### config.mk
export PLATFORM = sky130hd
export DESIGN_NAME = pll_clock_config_switch
export DESIGN_NICKNAME = d
export VERILOG_FILES = /design/src/core/pll_clock_config_switch.v
export VERILOG_INCLUDE_DIRS = /design/src /design/src/core
export SDC_FILE = /design/constraint.sdc
export NUM_CORES = 1
export LEC_CHECK = 0
export BUFFER_PORTS_ARGS = -buffer_cell sky130_fd_sc_hd__buf_4
export CORE_UTILIZATION = 30
export DETAILED_ROUTE_END_ITERATION = 16
export PLACE_DENSITY_LB_ADDON = 0.05
export SYNTH_ARGS = -nofsm -noshare
export SYNTH_HDL_FRONTEND = slang
export SYNTH_SLANG_ARGS = --single-unit
### constraint.sdc
create_clock -name sys_clk_in -period 7.76 [get_ports sys_clk_in]
set_input_delay 0 -clock sys_clk_in [delete_from_list [all_inputs] [get_ports sys_clk_in]]
set_output_delay 0 -clock sys_clk_in [all_outputs]
set_load 0.05 [all_outputs]
### src/core/pll_clock_config_switch_defines.vh
// Register map, field positions, reset values and timing counts.
// Behaviour
// - Input clock divided by prescale 2 through 33.
// - Prescale field zero selects divide by two.
// - Nine-bit feedback field sets VCO multiplier.
// - Feedback field value plus two is multiplier.
// - Two-bit postscale field at bits 7:6 divides.
// - Postscale field zero selects divide by two.
// - System clock is input times M over N1*N2.
// - Instruction rate is system clock halved.
// - PLL or direct path follows oscillator mode.
// - Monitor sets clock fail flag; software clears.
// - Switch request bit self-clears on completion.
// - Control bits 2 and 1 read as zero.
`ifndef PLL_CLOCK_CONFIG_SWITCH_DEFINES_VH
`define PLL_CLOCK_CONFIG_SWITCH_DEFINES_VH

`define ADDR_W            3
`define DATA_W            16
`define OFS_OSC_CTRL      3'h0
`define OFS_CLK_DIV       3'h1
`define OFS_PLL_FBD       3'h2
`define OFS_UNLOCK_KEY    3'h3
`define OFS_IRQ_STATUS    3'h4
`define OFS_IRQ_CLEAR     3'h5
`define OFS_IRQ_ENABLE    3'h6

`define CUR_OSC_HI        14
`define CUR_OSC_LO        12
`define NEW_OSC_HI        10
`define NEW_OSC_LO        8
`define CLK_FAIL_BIT      3
`define SWITCH_REQ_BIT    0
`define PRE_HI            4
`define PRE_LO            0
`define POST_HI           7
`define POST_LO           6
`define FBD_HI            8
`define FBD_LO            0

`define OSC_RC            3'h0
`define OSC_RC_PLL        3'h1
`define OSC_PRI           3'h2
`define OSC_PRI_PLL       3'h3

`define RST_PRE           5'h00
`define RST_POST          2'h0
`define RST_FBD           9'h030

`define KEY_FIRST         16'h0055
`define KEY_SECOND        16'h00aa

`define IRQ_SWITCH_DONE   0
`define IRQ_CLK_FAIL      1

`define CLK_PERIOD_NS     5
`define FAILSAFE_CLOCK_MONITOR_TIMEOUT_NS   2000
`define FAILSAFE_CLOCK_MONITOR_TIMEOUT_CYC  (`FAILSAFE_CLOCK_MONITOR_TIMEOUT_NS / `CLK_PERIOD_NS)
`define SETTLE_EDGES      16

`endif

### src/core/pll_clock_config_switch.v
// Clock prescaler, PLL rate model and oscillator switch controller.
`timescale 1ns/1ps
`default_nettype none
`include "pll_clock_config_switch_defines.vh"

module pll_clock_config_switch
#(
  parameter FAILSAFE_CLOCK_MONITOR_TIMEOUT = `FAILSAFE_CLOCK_MONITOR_TIMEOUT_CYC,
  parameter SETTLE_EDGES = `SETTLE_EDGES
)
(
  // Clock and reset.
  input  wire               sys_clk_in,
  input  wire               resetn_in,
  // Oscillator inputs.
  input  wire               primary_osc_in,
  input  wire               rc_osc_in,
  // Register port.
  input  wire [`ADDR_W-1:0] addr_in,
  input  wire [`DATA_W-1:0] wr_data_in,
  input  wire               wr_en_in,
  input  wire               rd_en_in,
  output reg  [`DATA_W-1:0] rd_data_out,
  // Clock results.
  output reg                fosc_tick_out,
  output reg                fcy_tick_out,
  output reg  [2:0]         cur_osc_out,
  output reg                pll_active_out,
  // Interrupt.
  output reg                irq_out
);

  localparam [2:0] ST_IDLE   = 3'b001;
  localparam [2:0] ST_SETTLE = 3'b010;
  localparam [2:0] ST_CHANGE = 3'b100;

  ////////////////////////////////////////////////////////////////////////////
  reg  [4:0]  pre_r;
  reg  [1:0]  post_r;
  reg  [8:0]  fbd_r;
  reg  [2:0]  new_osc_select_r;
  reg         cf_r;
  reg         swreq_r;
  reg  [1:0]  key_r;
  reg  [1:0]  stat_r;
  reg  [1:0]  en_r;
  reg  [2:0]  state_r;
  reg  [4:0]  settle_r;
  reg  [15:0] fail_cnt_r;
  reg  [10:0] acc_r;
  reg         fcy_ph_r;
  reg         pri_d_r;
  reg         rc_d_r;

  wire wr_ctrl = wr_en_in && (addr_in == `OFS_OSC_CTRL);
  wire unlocked = (key_r == 2'h2);
  wire ctrl_ok = wr_ctrl && unlocked;

  wire pri_edge = primary_osc_in & ~pri_d_r;
  wire rc_edge  = rc_osc_in & ~rc_d_r;

  // Source and path follow the current mode.
  wire src_edge = cur_osc_out[1] ? pri_edge : rc_edge;
  wire new_edge = new_osc_select_r[1] ? pri_edge : rc_edge;

  wire [5:0]  n1 = {1'b0, pre_r} + 6'd2;
  reg  [3:0]  n2;
  wire [9:0]  mult = {1'b0, fbd_r} + 10'd2;
  wire [9:0]  divr = {4'h0, n1} * {6'h00, n2};
  wire [10:0] sum = acc_r + (src_edge ? {1'b0, mult} : 11'h000);

  always @*
  begin
    case (post_r)
      2'h0:    n2 = 4'd2;
      2'h1:    n2 = 4'd4;
      default: n2 = 4'd8;
    endcase
  end

  // Moving between the two PLL modes is refused as a whole request.
  wire pll_hop = cur_osc_out[0] && new_osc_select_r[0] &&
                 (cur_osc_out[1] != new_osc_select_r[1]);
  wire fail_hit = cur_osc_out[1] &&
                  (fail_cnt_r >= FAILSAFE_CLOCK_MONITOR_TIMEOUT[15:0] - 16'd1);
  reg  done_ev;
  wire fail_ev = fail_hit && !cf_r;

  ////////////////////////////////////////////////////////////////////////////
  // Unlock key: 0x55 then 0xaa opens one control write.
  always @(posedge sys_clk_in or negedge resetn_in)
  begin
    if (!resetn_in)
      key_r <= 2'h0;
    else if (wr_en_in && addr_in == `OFS_UNLOCK_KEY)
    begin
      if (wr_data_in == `KEY_FIRST)
        key_r <= 2'h1;
      else if (wr_data_in == `KEY_SECOND && key_r == 2'h1)
        key_r <= 2'h2;
      else
        key_r <= 2'h0;
    end
    else if (wr_en_in)
      key_r <= 2'h0;
  end

  // Divider and feedback registers are not guarded by the key.
  always @(posedge sys_clk_in or negedge resetn_in)
  begin
    if (!resetn_in)
    begin
      pre_r  <= `RST_PRE;
      post_r <= `RST_POST;
      fbd_r  <= `RST_FBD;
      en_r   <= 2'h0;
    end
    else if (wr_en_in)
    begin
      if (addr_in == `OFS_CLK_DIV)
      begin
        pre_r  <= wr_data_in[`PRE_HI:`PRE_LO];
        post_r <= wr_data_in[`POST_HI:`POST_LO];
      end
      if (addr_in == `OFS_PLL_FBD)
        fbd_r <= wr_data_in[`FBD_HI:`FBD_LO];
      if (addr_in == `OFS_IRQ_ENABLE)
        en_r <= wr_data_in[1:0];
    end
  end

  ////////////////////////////////////////////////////////////////////////////
  // Switch controller and fail-safe monitor share the source select.
  always @(posedge sys_clk_in or negedge resetn_in)
  begin
    if (!resetn_in)
    begin
      state_r     <= ST_IDLE;
      cur_osc_out <= `OSC_RC;
      new_osc_select_r      <= `OSC_RC;
      swreq_r     <= 1'b0;
      cf_r        <= 1'b0;
      settle_r    <= 5'h00;
      fail_cnt_r  <= 16'h0000;
      done_ev     <= 1'b0;
    end
    else
    begin
      done_ev <= 1'b0;
      // A new selection mid-switch would dodge the PLL hop check.
      if (ctrl_ok && state_r == ST_IDLE)
        new_osc_select_r <= wr_data_in[`NEW_OSC_HI:`NEW_OSC_LO];
      if (!cur_osc_out[1] || pri_edge)
        fail_cnt_r <= 16'h0000;
      else
        fail_cnt_r <= fail_cnt_r + 16'h0001;
      // A failure set beats a clear in the same cycle.
      if (fail_hit)
        cf_r <= 1'b1;
      else if (ctrl_ok && !wr_data_in[`CLK_FAIL_BIT])
        cf_r <= 1'b0;
      if (fail_hit)
      begin
        // Fall back to the internal oscillator and drop any request.
        cur_osc_out <= `OSC_RC;
        swreq_r     <= 1'b0;
        state_r     <= ST_IDLE;
        fail_cnt_r  <= 16'h0000;
      end
      else
      begin
        case (state_r)
          ST_IDLE:
          begin
            if (ctrl_ok && wr_data_in[`SWITCH_REQ_BIT])
              swreq_r <= 1'b1;
            if (swreq_r)
            begin
              if (pll_hop || new_osc_select_r == cur_osc_out)
              begin
                swreq_r <= 1'b0;
                done_ev <= !pll_hop;
              end
              else
              begin
                settle_r <= 5'h00;
                state_r  <= ST_SETTLE;
              end
            end
          end
          ST_SETTLE:
          begin
            // The old source keeps clocking while the new one settles.
            if (new_edge)
            begin
              settle_r <= settle_r + 5'h01;
              if (settle_r == SETTLE_EDGES[4:0] - 5'h01)
                state_r <= ST_CHANGE;
            end
          end
          ST_CHANGE:
          begin
            // No tick is issued here, so the changeover cannot glitch.
            cur_osc_out <= new_osc_select_r;
            swreq_r     <= 1'b0;
            done_ev     <= 1'b1;
            state_r     <= ST_IDLE;
          end
          default:
            state_r <= ST_IDLE;
        endcase
      end
    end
  end

  ////////////////////////////////////////////////////////////////////////////
  // Rate model: M edges owed per input edge, one tick per N1*N2 owed.
  // Accuracy holds while the output rate stays below the bus clock.
  always @(posedge sys_clk_in or negedge resetn_in)
  begin
    if (!resetn_in)
    begin
      pri_d_r        <= 1'b0;
      rc_d_r         <= 1'b0;
      acc_r          <= 11'h000;
      fosc_tick_out  <= 1'b0;
      fcy_tick_out   <= 1'b0;
      fcy_ph_r       <= 1'b0;
      pll_active_out <= 1'b0;
    end
    else
    begin
      pri_d_r        <= primary_osc_in;
      rc_d_r         <= rc_osc_in;
      pll_active_out <= cur_osc_out[0];
      if (state_r == ST_CHANGE || fail_hit)
      begin
        acc_r         <= 11'h000;
        fosc_tick_out <= 1'b0;
        fcy_tick_out  <= 1'b0;
      end
      else
      begin
        if (!cur_osc_out[0])
          fosc_tick_out <= src_edge;
        else if (sum >= {1'b0, divr})
        begin
          acc_r         <= sum - {1'b0, divr};
          fosc_tick_out <= 1'b1;
        end
        else
        begin
          acc_r         <= sum;
          fosc_tick_out <= 1'b0;
        end
        if (fosc_tick_out)
          fcy_ph_r <= ~fcy_ph_r;
        fcy_tick_out <= fosc_tick_out && fcy_ph_r;
      end
    end
  end

  ////////////////////////////////////////////////////////////////////////////
  // Interrupt status: events set, clear register clears, set wins.
  always @(posedge sys_clk_in or negedge resetn_in)
  begin
    if (!resetn_in)
    begin
      stat_r  <= 2'h0;
      irq_out <= 1'b0;
    end
    else
    begin
      if (wr_en_in && addr_in == `OFS_IRQ_CLEAR)
        stat_r <= (stat_r & ~wr_data_in[1:0]) |
                  {fail_ev, done_ev};
      else
        stat_r <= stat_r | {fail_ev, done_ev};
      irq_out <= |(stat_r & en_r);
    end
  end

  // Read data stand for exactly one cycle after the strobe.
  always @(posedge sys_clk_in or negedge resetn_in)
  begin
    if (!resetn_in)
      rd_data_out <= 16'h0000;
    else if (!rd_en_in)
      rd_data_out <= 16'h0000;
    else
    begin
      case (addr_in)
        `OFS_OSC_CTRL:
          rd_data_out <= {1'b0, cur_osc_out, 1'b0, new_osc_select_r, 4'h0,
                          cf_r, 2'h0, swreq_r};
        `OFS_CLK_DIV:    rd_data_out <= {8'h00, post_r, 1'b0, pre_r};
        `OFS_PLL_FBD:    rd_data_out <= {7'h00, fbd_r};
        `OFS_IRQ_STATUS: rd_data_out <= {14'h0000, stat_r};
        `OFS_IRQ_ENABLE: rd_data_out <= {14'h0000, en_r};
        default:         rd_data_out <= 16'h0000;
      endcase
    end
  end

endmodule
`default_nettype wire

### After elaboration in Yosys (flattened, before gate mapping)

Index checks and enable logic that the tools add are counted.
W data, S select, Z words.

* $add $sub $neg: 6
* shift operators: 0
* bitwise gates (word level): 12
* mux-type cells: 43
* equal/unequal tests: 24
* reductions and logical operators: 35
* $mul: 1
* div/mod/pow operators: 0
* $lt $le $gt $ge: 2

Operators with widths (count)
* $pmux W15 S5: 1
* $mux W11: 3
* $mux W16: 2
* $mux W3: 7
* $add A16 B1 Y16 const B: 1
* $eq A16 B7 Y1 const B: 1
* $eq A16 B8 Y1 const B: 1
* $ge A16 B9 Y1 const B: 1
* $mux W1: 15
* $mux W15: 1
* $mux W5: 3
* $logic_and A1 B1 Y1: 13
* $eq A3 B3 Y1 const B: 4
* $ne A3 B3 Y1 const B: 4
* $add A11 B10 Y11: 1
* $ge A11 B10 Y1: 1
* $sub A11 B10 Y11: 1
* $add A9 B2 Y10 const B: 1
* $mul A6 B4 Y10: 1
* $mux W10: 1
* $mux W2: 5
* $pmux W5 S2: 1
* $reduce_bool A2 Y1: 5
* $eq A3 B2 Y1 const B: 3
* 26 further kinds: 46

* register bits after elaboration: 89
* word-level logic and storage cells: 146
* bits in latches: 0
* output and inout port bits: 23
* memories: 0
* input port bits: 25
* RAM bits: 0
* memory bits (read-only): 0

### Depth between registers and ports, before layout

* depth after elaboration: 9
* depth in mapped cells: 21
* gate-level depth less buffers: 19

### Worst setup path before layout

Ideal clock, no wire load.

* path type: register to register
* from: register pre_r[1]
* to: register acc_r[7]
* arrival time: 4.695 ns
* slack: 2.930 ns
* stages on the path, launching flop included: 21
* data required time: 7.624 ns
* cell sequence: dfrtp_1 ha_1 nand3_1 or3_1 fa_1 inv_1 ha_1 ha_1 a21oi_1 o21bai_1 a21oi_1 xor2_1 ha_1 and4b_1 a31oi_1 or4b_1 a22oi_2 buf_2 nor2_1 a21oi_1 a21oi_1

* longest elaborated chain between the ends: 6
* elaborated cells on any way between the ends: 7

Ends and longest elaborated chain
* start, declared: RTL line pll_clock_config_switch.v:38 `reg [4:0] pre_r;`
* start signal, assigned: RTL line pll_clock_config_switch.v:113 `` pre_r <= `RST_PRE; ``
* start signal, assigned: RTL line pll_clock_config_switch.v:122 `` pre_r <= wr_data_in[`PRE_HI:`PRE_LO]; ``
* $add A5 B2 Y6 (*): RTL line pll_clock_config_switch.v:66 `wire [5:0] n1 = {1'b0, pre_r} + 6'd2;`
* $mul A6 B4 Y10 (*): RTL line pll_clock_config_switch.v:69 `wire [9:0] divr = {4'h0, n1} * {6'h00, n2};`
* $sub A11 B10 Y11 or $ge A11 B10 Y1 (tied branches): RTL line pll_clock_config_switch.v:248, pll_clock_config_switch.v:246
* $mux W11 (*): RTL line pll_clock_config_switch.v:246 `else if (sum >= {1'b0, divr})`
* $mux W11 (*): RTL line pll_clock_config_switch.v:244 `if (!cur_osc_out[0])`
* $mux W11 (*): RTL line pll_clock_config_switch.v:236 `if (state_r == ST_CHANGE || fail_hit)`
* end signal, assigned: RTL line pll_clock_config_switch.v:248 `acc_r <= sum - {1'b0, divr};`
* end signal, assigned: RTL line pll_clock_config_switch.v:253 `acc_r <= sum;`
* end, declared: RTL line pll_clock_config_switch.v:50 `reg [10:0] acc_r;`

Every way passes the cells marked *; elsewhere a longest branch is shown, timed or not. The select of a mux whose other input is x is not followed.
A chain may end at the register's enable or synchronous reset.

### Final worst setup path

* from: register pre_r[1]
* to: register acc_r[1]

Same word-level chain as after synthesis.

==> flow_metrics.tcl <==
set metrics [dict create \
    ioPinCount 48 \
    synth.ff_latch_count 87 \
    required_time_reported_for_the_critical_path_endpoint_ns 8.04 \
    cts_max_level 3 \
    hold-path-cell-count 4 \
    synth_top_area_cell "sky130_fd_sc_hd__dfrtp_1" \
    number_of_design_rule_violations_left_after_detail_routing 0 \
    maxSlewViolCount 0 \
    route.detailed.vias_per_inst 4.78 \
    row_count 48 \
    reg2reg_from "pre_r[1]$_DFFE_PN0P_" \
    full_die_area_um2 18100 \
    area_growth_syn_to_layout_pct 19.8 \
    routabilityCongestion 0.794 \
    outcome "complete, no violations" \
    critical-path-max-stage-delay_ns 0.68 \
    final_common_cell "sky130_fd_sc_hd__dfrtp_1" \
    vdd_drop_max_uv 167 \
    numPortBuffers 45 \
    number_of_setup_violations_in_the_final_report 0 \
    rr_worst_depth 19 \
    muxShareOfSynthArea_pct 6.58 \
    grt_start_max_net_pins 55 \
    die_extent_in_y_um 134 \
    die_w_um 134 \
    numCtsBuffers 9 \
    cts.repair.resized 0 \
    n_fill_cell 1756 \
    syn_avg_cell_area_um2 9.71 \
    synth_top_cells_by_area "sky130_fd_sc_hd__dfrtp_1, sky130_fd_sc_hd__ha_1, sky130_fd_sc_hd__nor2_1" \
    finish.net_count 679 \
    timing.critical_path.max_delay_family "adder cells" \
    hold_path_startpoint "addr_in[2]" \
    dpl.hpwl_mm 10.1 \
    critPathMostFrequentCell "sky130_fd_sc_hd__ha_1" \
    period_needed_ns 5.79 \
    number_of_synthesized_flops_with_an_enable_pin 0 \
    combinational_family_with_the_most_area_after_synthesis "simple AND/OR/NAND/NOR gates" \
    synthesis.yosys.warnings 0 \
    maxCapViolCount 0 \
    synthDistinctLibCells 60 \
    timing.critical_path.from_type "register" \
    fraction_of_layout_instances_using_a_drive_strength_above_1_pct 16.0 \
    synthesized_area_fraction_occupied_by_and_or_nand_nor_cells_pct 19.5 \
    setup_repair_after_global_routing_missed_its_margin "false" \
    synth-compound-area-share_pct 12.1 \
    cts.root.buffer_cell "sky130_fd_sc_hd__clkbuf_16" \
    route.layer.met1.wl_mm 6.34 \
    grt_pass1_wl_mm 21.6 \
    p_leak_nw 2.89 \
    grt_use_total_pct 15.8 \
    synthesis.instances 542 \
    placed_cells_incl_taps 804 \
    top_layer "met4" \
    ant_nets 0 \
    instances_no_fill 839 \
    setup_tns_ns 0 \
    core_area_um2 17200 \
    fin_worst_skew_ns 0.00739 \
    area_occupied_by_multi_input_gates_um2 2950 \
    grt_antenna_before_repair 0 \
    grt_pass1_vias 4058 \
    tritoncts_num_sinks 87 \
    postLayoutCellArea_um2 6300 \
    criticalPathCategory "reg2reg" \
    diodes 0 \
    worstPathCellList "ha_1, xnor2_1, nor2_1, fa_1, ha_1, ha_1, a21o_1, a21oi_1, o21bai_1, a21oi_1, xor2_1, ha_1, and4b_1, a31oi_1, or4b_1, a22oi_2, mux2i_1, mux2i_1, nor2_1" \
    worst_skew_pair.late_latency_ns 0.35 \
    route.vias.total 4007 \
    post_synth_fa_ha_maj_area_fraction_pct 11.6 \
    r2r-end "acc_r[1]$_DFFE_PN0P_" \
    placed_cell_areas_um2 5840 \
    final_core_utilization_pct 36.6 \
    wl_met2_mm 6.21 \
    r2r_slack_ns 1.97 \
    grt_overflow_total 0 \
    hold_crit_path_type "in2reg" \
    holdPathEnd "stat_r[1]$_DFF_PN0_" \
    mostFrequentLayoutCells "sky130_fd_sc_hd__dfrtp_1, sky130_fd_sc_hd__nor2_1, sky130_fd_sc_hd__buf_4, sky130_fd_sc_hd__a21oi_1, sky130_fd_sc_hd__ha_1" \
    ys_async_sr_fraction_pct 100 \
    critical_path.slowest_cell "sky130_fd_sc_hd__a22oi_2" \
    route.met3.wl_um 406 \
    clk_pin_slew_worst_paths_ns 0.07 \
    clockBufferDepth 2 \
    tightestPinTransition_ns 0.918 \
    initialDrtViolationCount 167 \
    cell_area_synth_um2 5260 \
    initial_utilization_pct 30.5 \
    average_wire_length_per_cell_after_detail_routing_um 15.7 \
    hold-worst-slack_ns 0.0237 \
    post-synth-top-area-fraction_pct 39.9 \
    final_min_period_over_clock_period_pct 74.6 \
    powerDensity_nw_per_um2 242 \
    detail_route.wirelength_mm 13.2 \
    synth_sequential_area_ratio_pct 41.4 \
    crit_path_max_fo 18 \
    report.final.hold_viol_count 0 \
    synth-xor-area-share_pct 5.66 \
    synthFlopType "sky130_fd_sc_hd__dfrtp_1" \
    worst_ep_arrival_time_ns 6.07 \
    worstSetupEndpointType "register" \
    critPathBufInv 0 \
    regArea_um2 2180 \
    detailedRoute.firstPassIterationCount 4 \
    tritoncts "built" \
    slew_headroom_pct 38.8 \
    achievable-frequency_mhz 173 \
]
-- worst max path at each step --
stage	from	endpoint	slack (ns)	cells after the start
3_3_place_gp	pre_r[1]$_DFFE_PN0P_	acc_r[10]$_DFFE_PN0P_	2.07	19
6_report	pre_r[1]$_DFFE_PN0P_	acc_r[1]$_DFFE_PN0P_	1.97	19
2_1_floorplan	pre_r[1]$_DFFE_PN0P_	acc_r[7]$_DFFE_PN0P_	2.93	20
3_5_place_dp	pre_r[1]$_DFFE_PN0P_	acc_r[10]$_DFFE_PN0P_	1.99	19
4_1_cts	pre_r[1]$_DFFE_PN0P_	acc_r[1]$_DFFE_PN0P_	1.96	19
5_1_grt	pre_r[1]$_DFFE_PN0P_	acc_r[1]$_DFFE_PN0P_	1.59	19
-- cell type report --
| class | instances | share of cell area, % |
|---|---|---|
| clock buffer | 11 | 3.85 |
| multi-input combinational | 426 | 46.8 |
| sequential | 87 | 34.6 |
| inverter | 19 | 1.13 |
| timing repair buffer | 66 | 8.61 |
| clock inverter | 5 | 0.536 |
| tap | 225 | 4.47 |
-- tightest hold or removal path, stage by stage --
cell                      delay, ns
sky130_fd_sc_hd__buf_4         0.15
sky130_fd_sc_hd__nand4_1       0.07
sky130_fd_sc_hd__nand2_1       0.05
sky130_fd_sc_hd__o21ai_0       0.06
-- state kept, by name, summed over array words and instances, names as in the netlist, 2 cells and up --
register	flops
settle_r	5
post_r	2
pre_r	5
rd_data_out	14
stat_r	2
fail_cnt_r	16
acc_r	11
new_osc_select_r	3
state_r	3
fbd_r	9
cur_osc_out	3
key_r	2
en_r	2
-- synth_stat cells, drive strengths merged (14+ instances only) --
master and count:
inv 19, nand2 31, xnor2 19, nor2 69, nand3 16, mux2 21, o21ai 26, a21oi 40
ha 39, xor2 15, nor2b 14, dfrtp 84
-- through the flow --
step,setup WS (ns),total power [mW]
global placement,2.07,1.12
detailed placement,1.99,1.12
CTS,1.96,1.55
finish,1.97,1.53
global route,1.59,1.65
floorplan,2.93,0.969
-- what timing repair did --
| action | in CTS | in global routing |
|---|---|---|
| endpoints found under the hold margin | 63 | 0 |
| buffers inserted | 0 | 0 |
| hold buffers | 19 | 0 |
-- cell families after synthesis --
logic type / Yosys count
and+or+nand+nor: 202
AOI/OAI and AO/OA: 104
DFF: 87
adders and majority gates: 45
buffers and inverters: 37
xor gates and xnor gates: 34
muxes: 32
other: 1
-- power by group --
| group | switching (mW) | internal, mW | leakage, nW |
|---|---|---|---|
| Combinational | 0.336 | 0.254 | 1.66 |
| Sequential | 0.0385 | 0.487 | 1.09 |
| Clock | 0.185 | 0.225 | 0.132 |
| Total | 0.559 | 0.966 | 2.89 |
-- routing by layer --
layer | global-route usage [%] | vias up
met4 | 5.74 | 0
met2 | 24.7 | 43
met3 | 3.30 | 12
met1 | 21.7 | 1919
li1 | - | 2033
met5 | 0 | -
(Power assumes the default switching activity.)
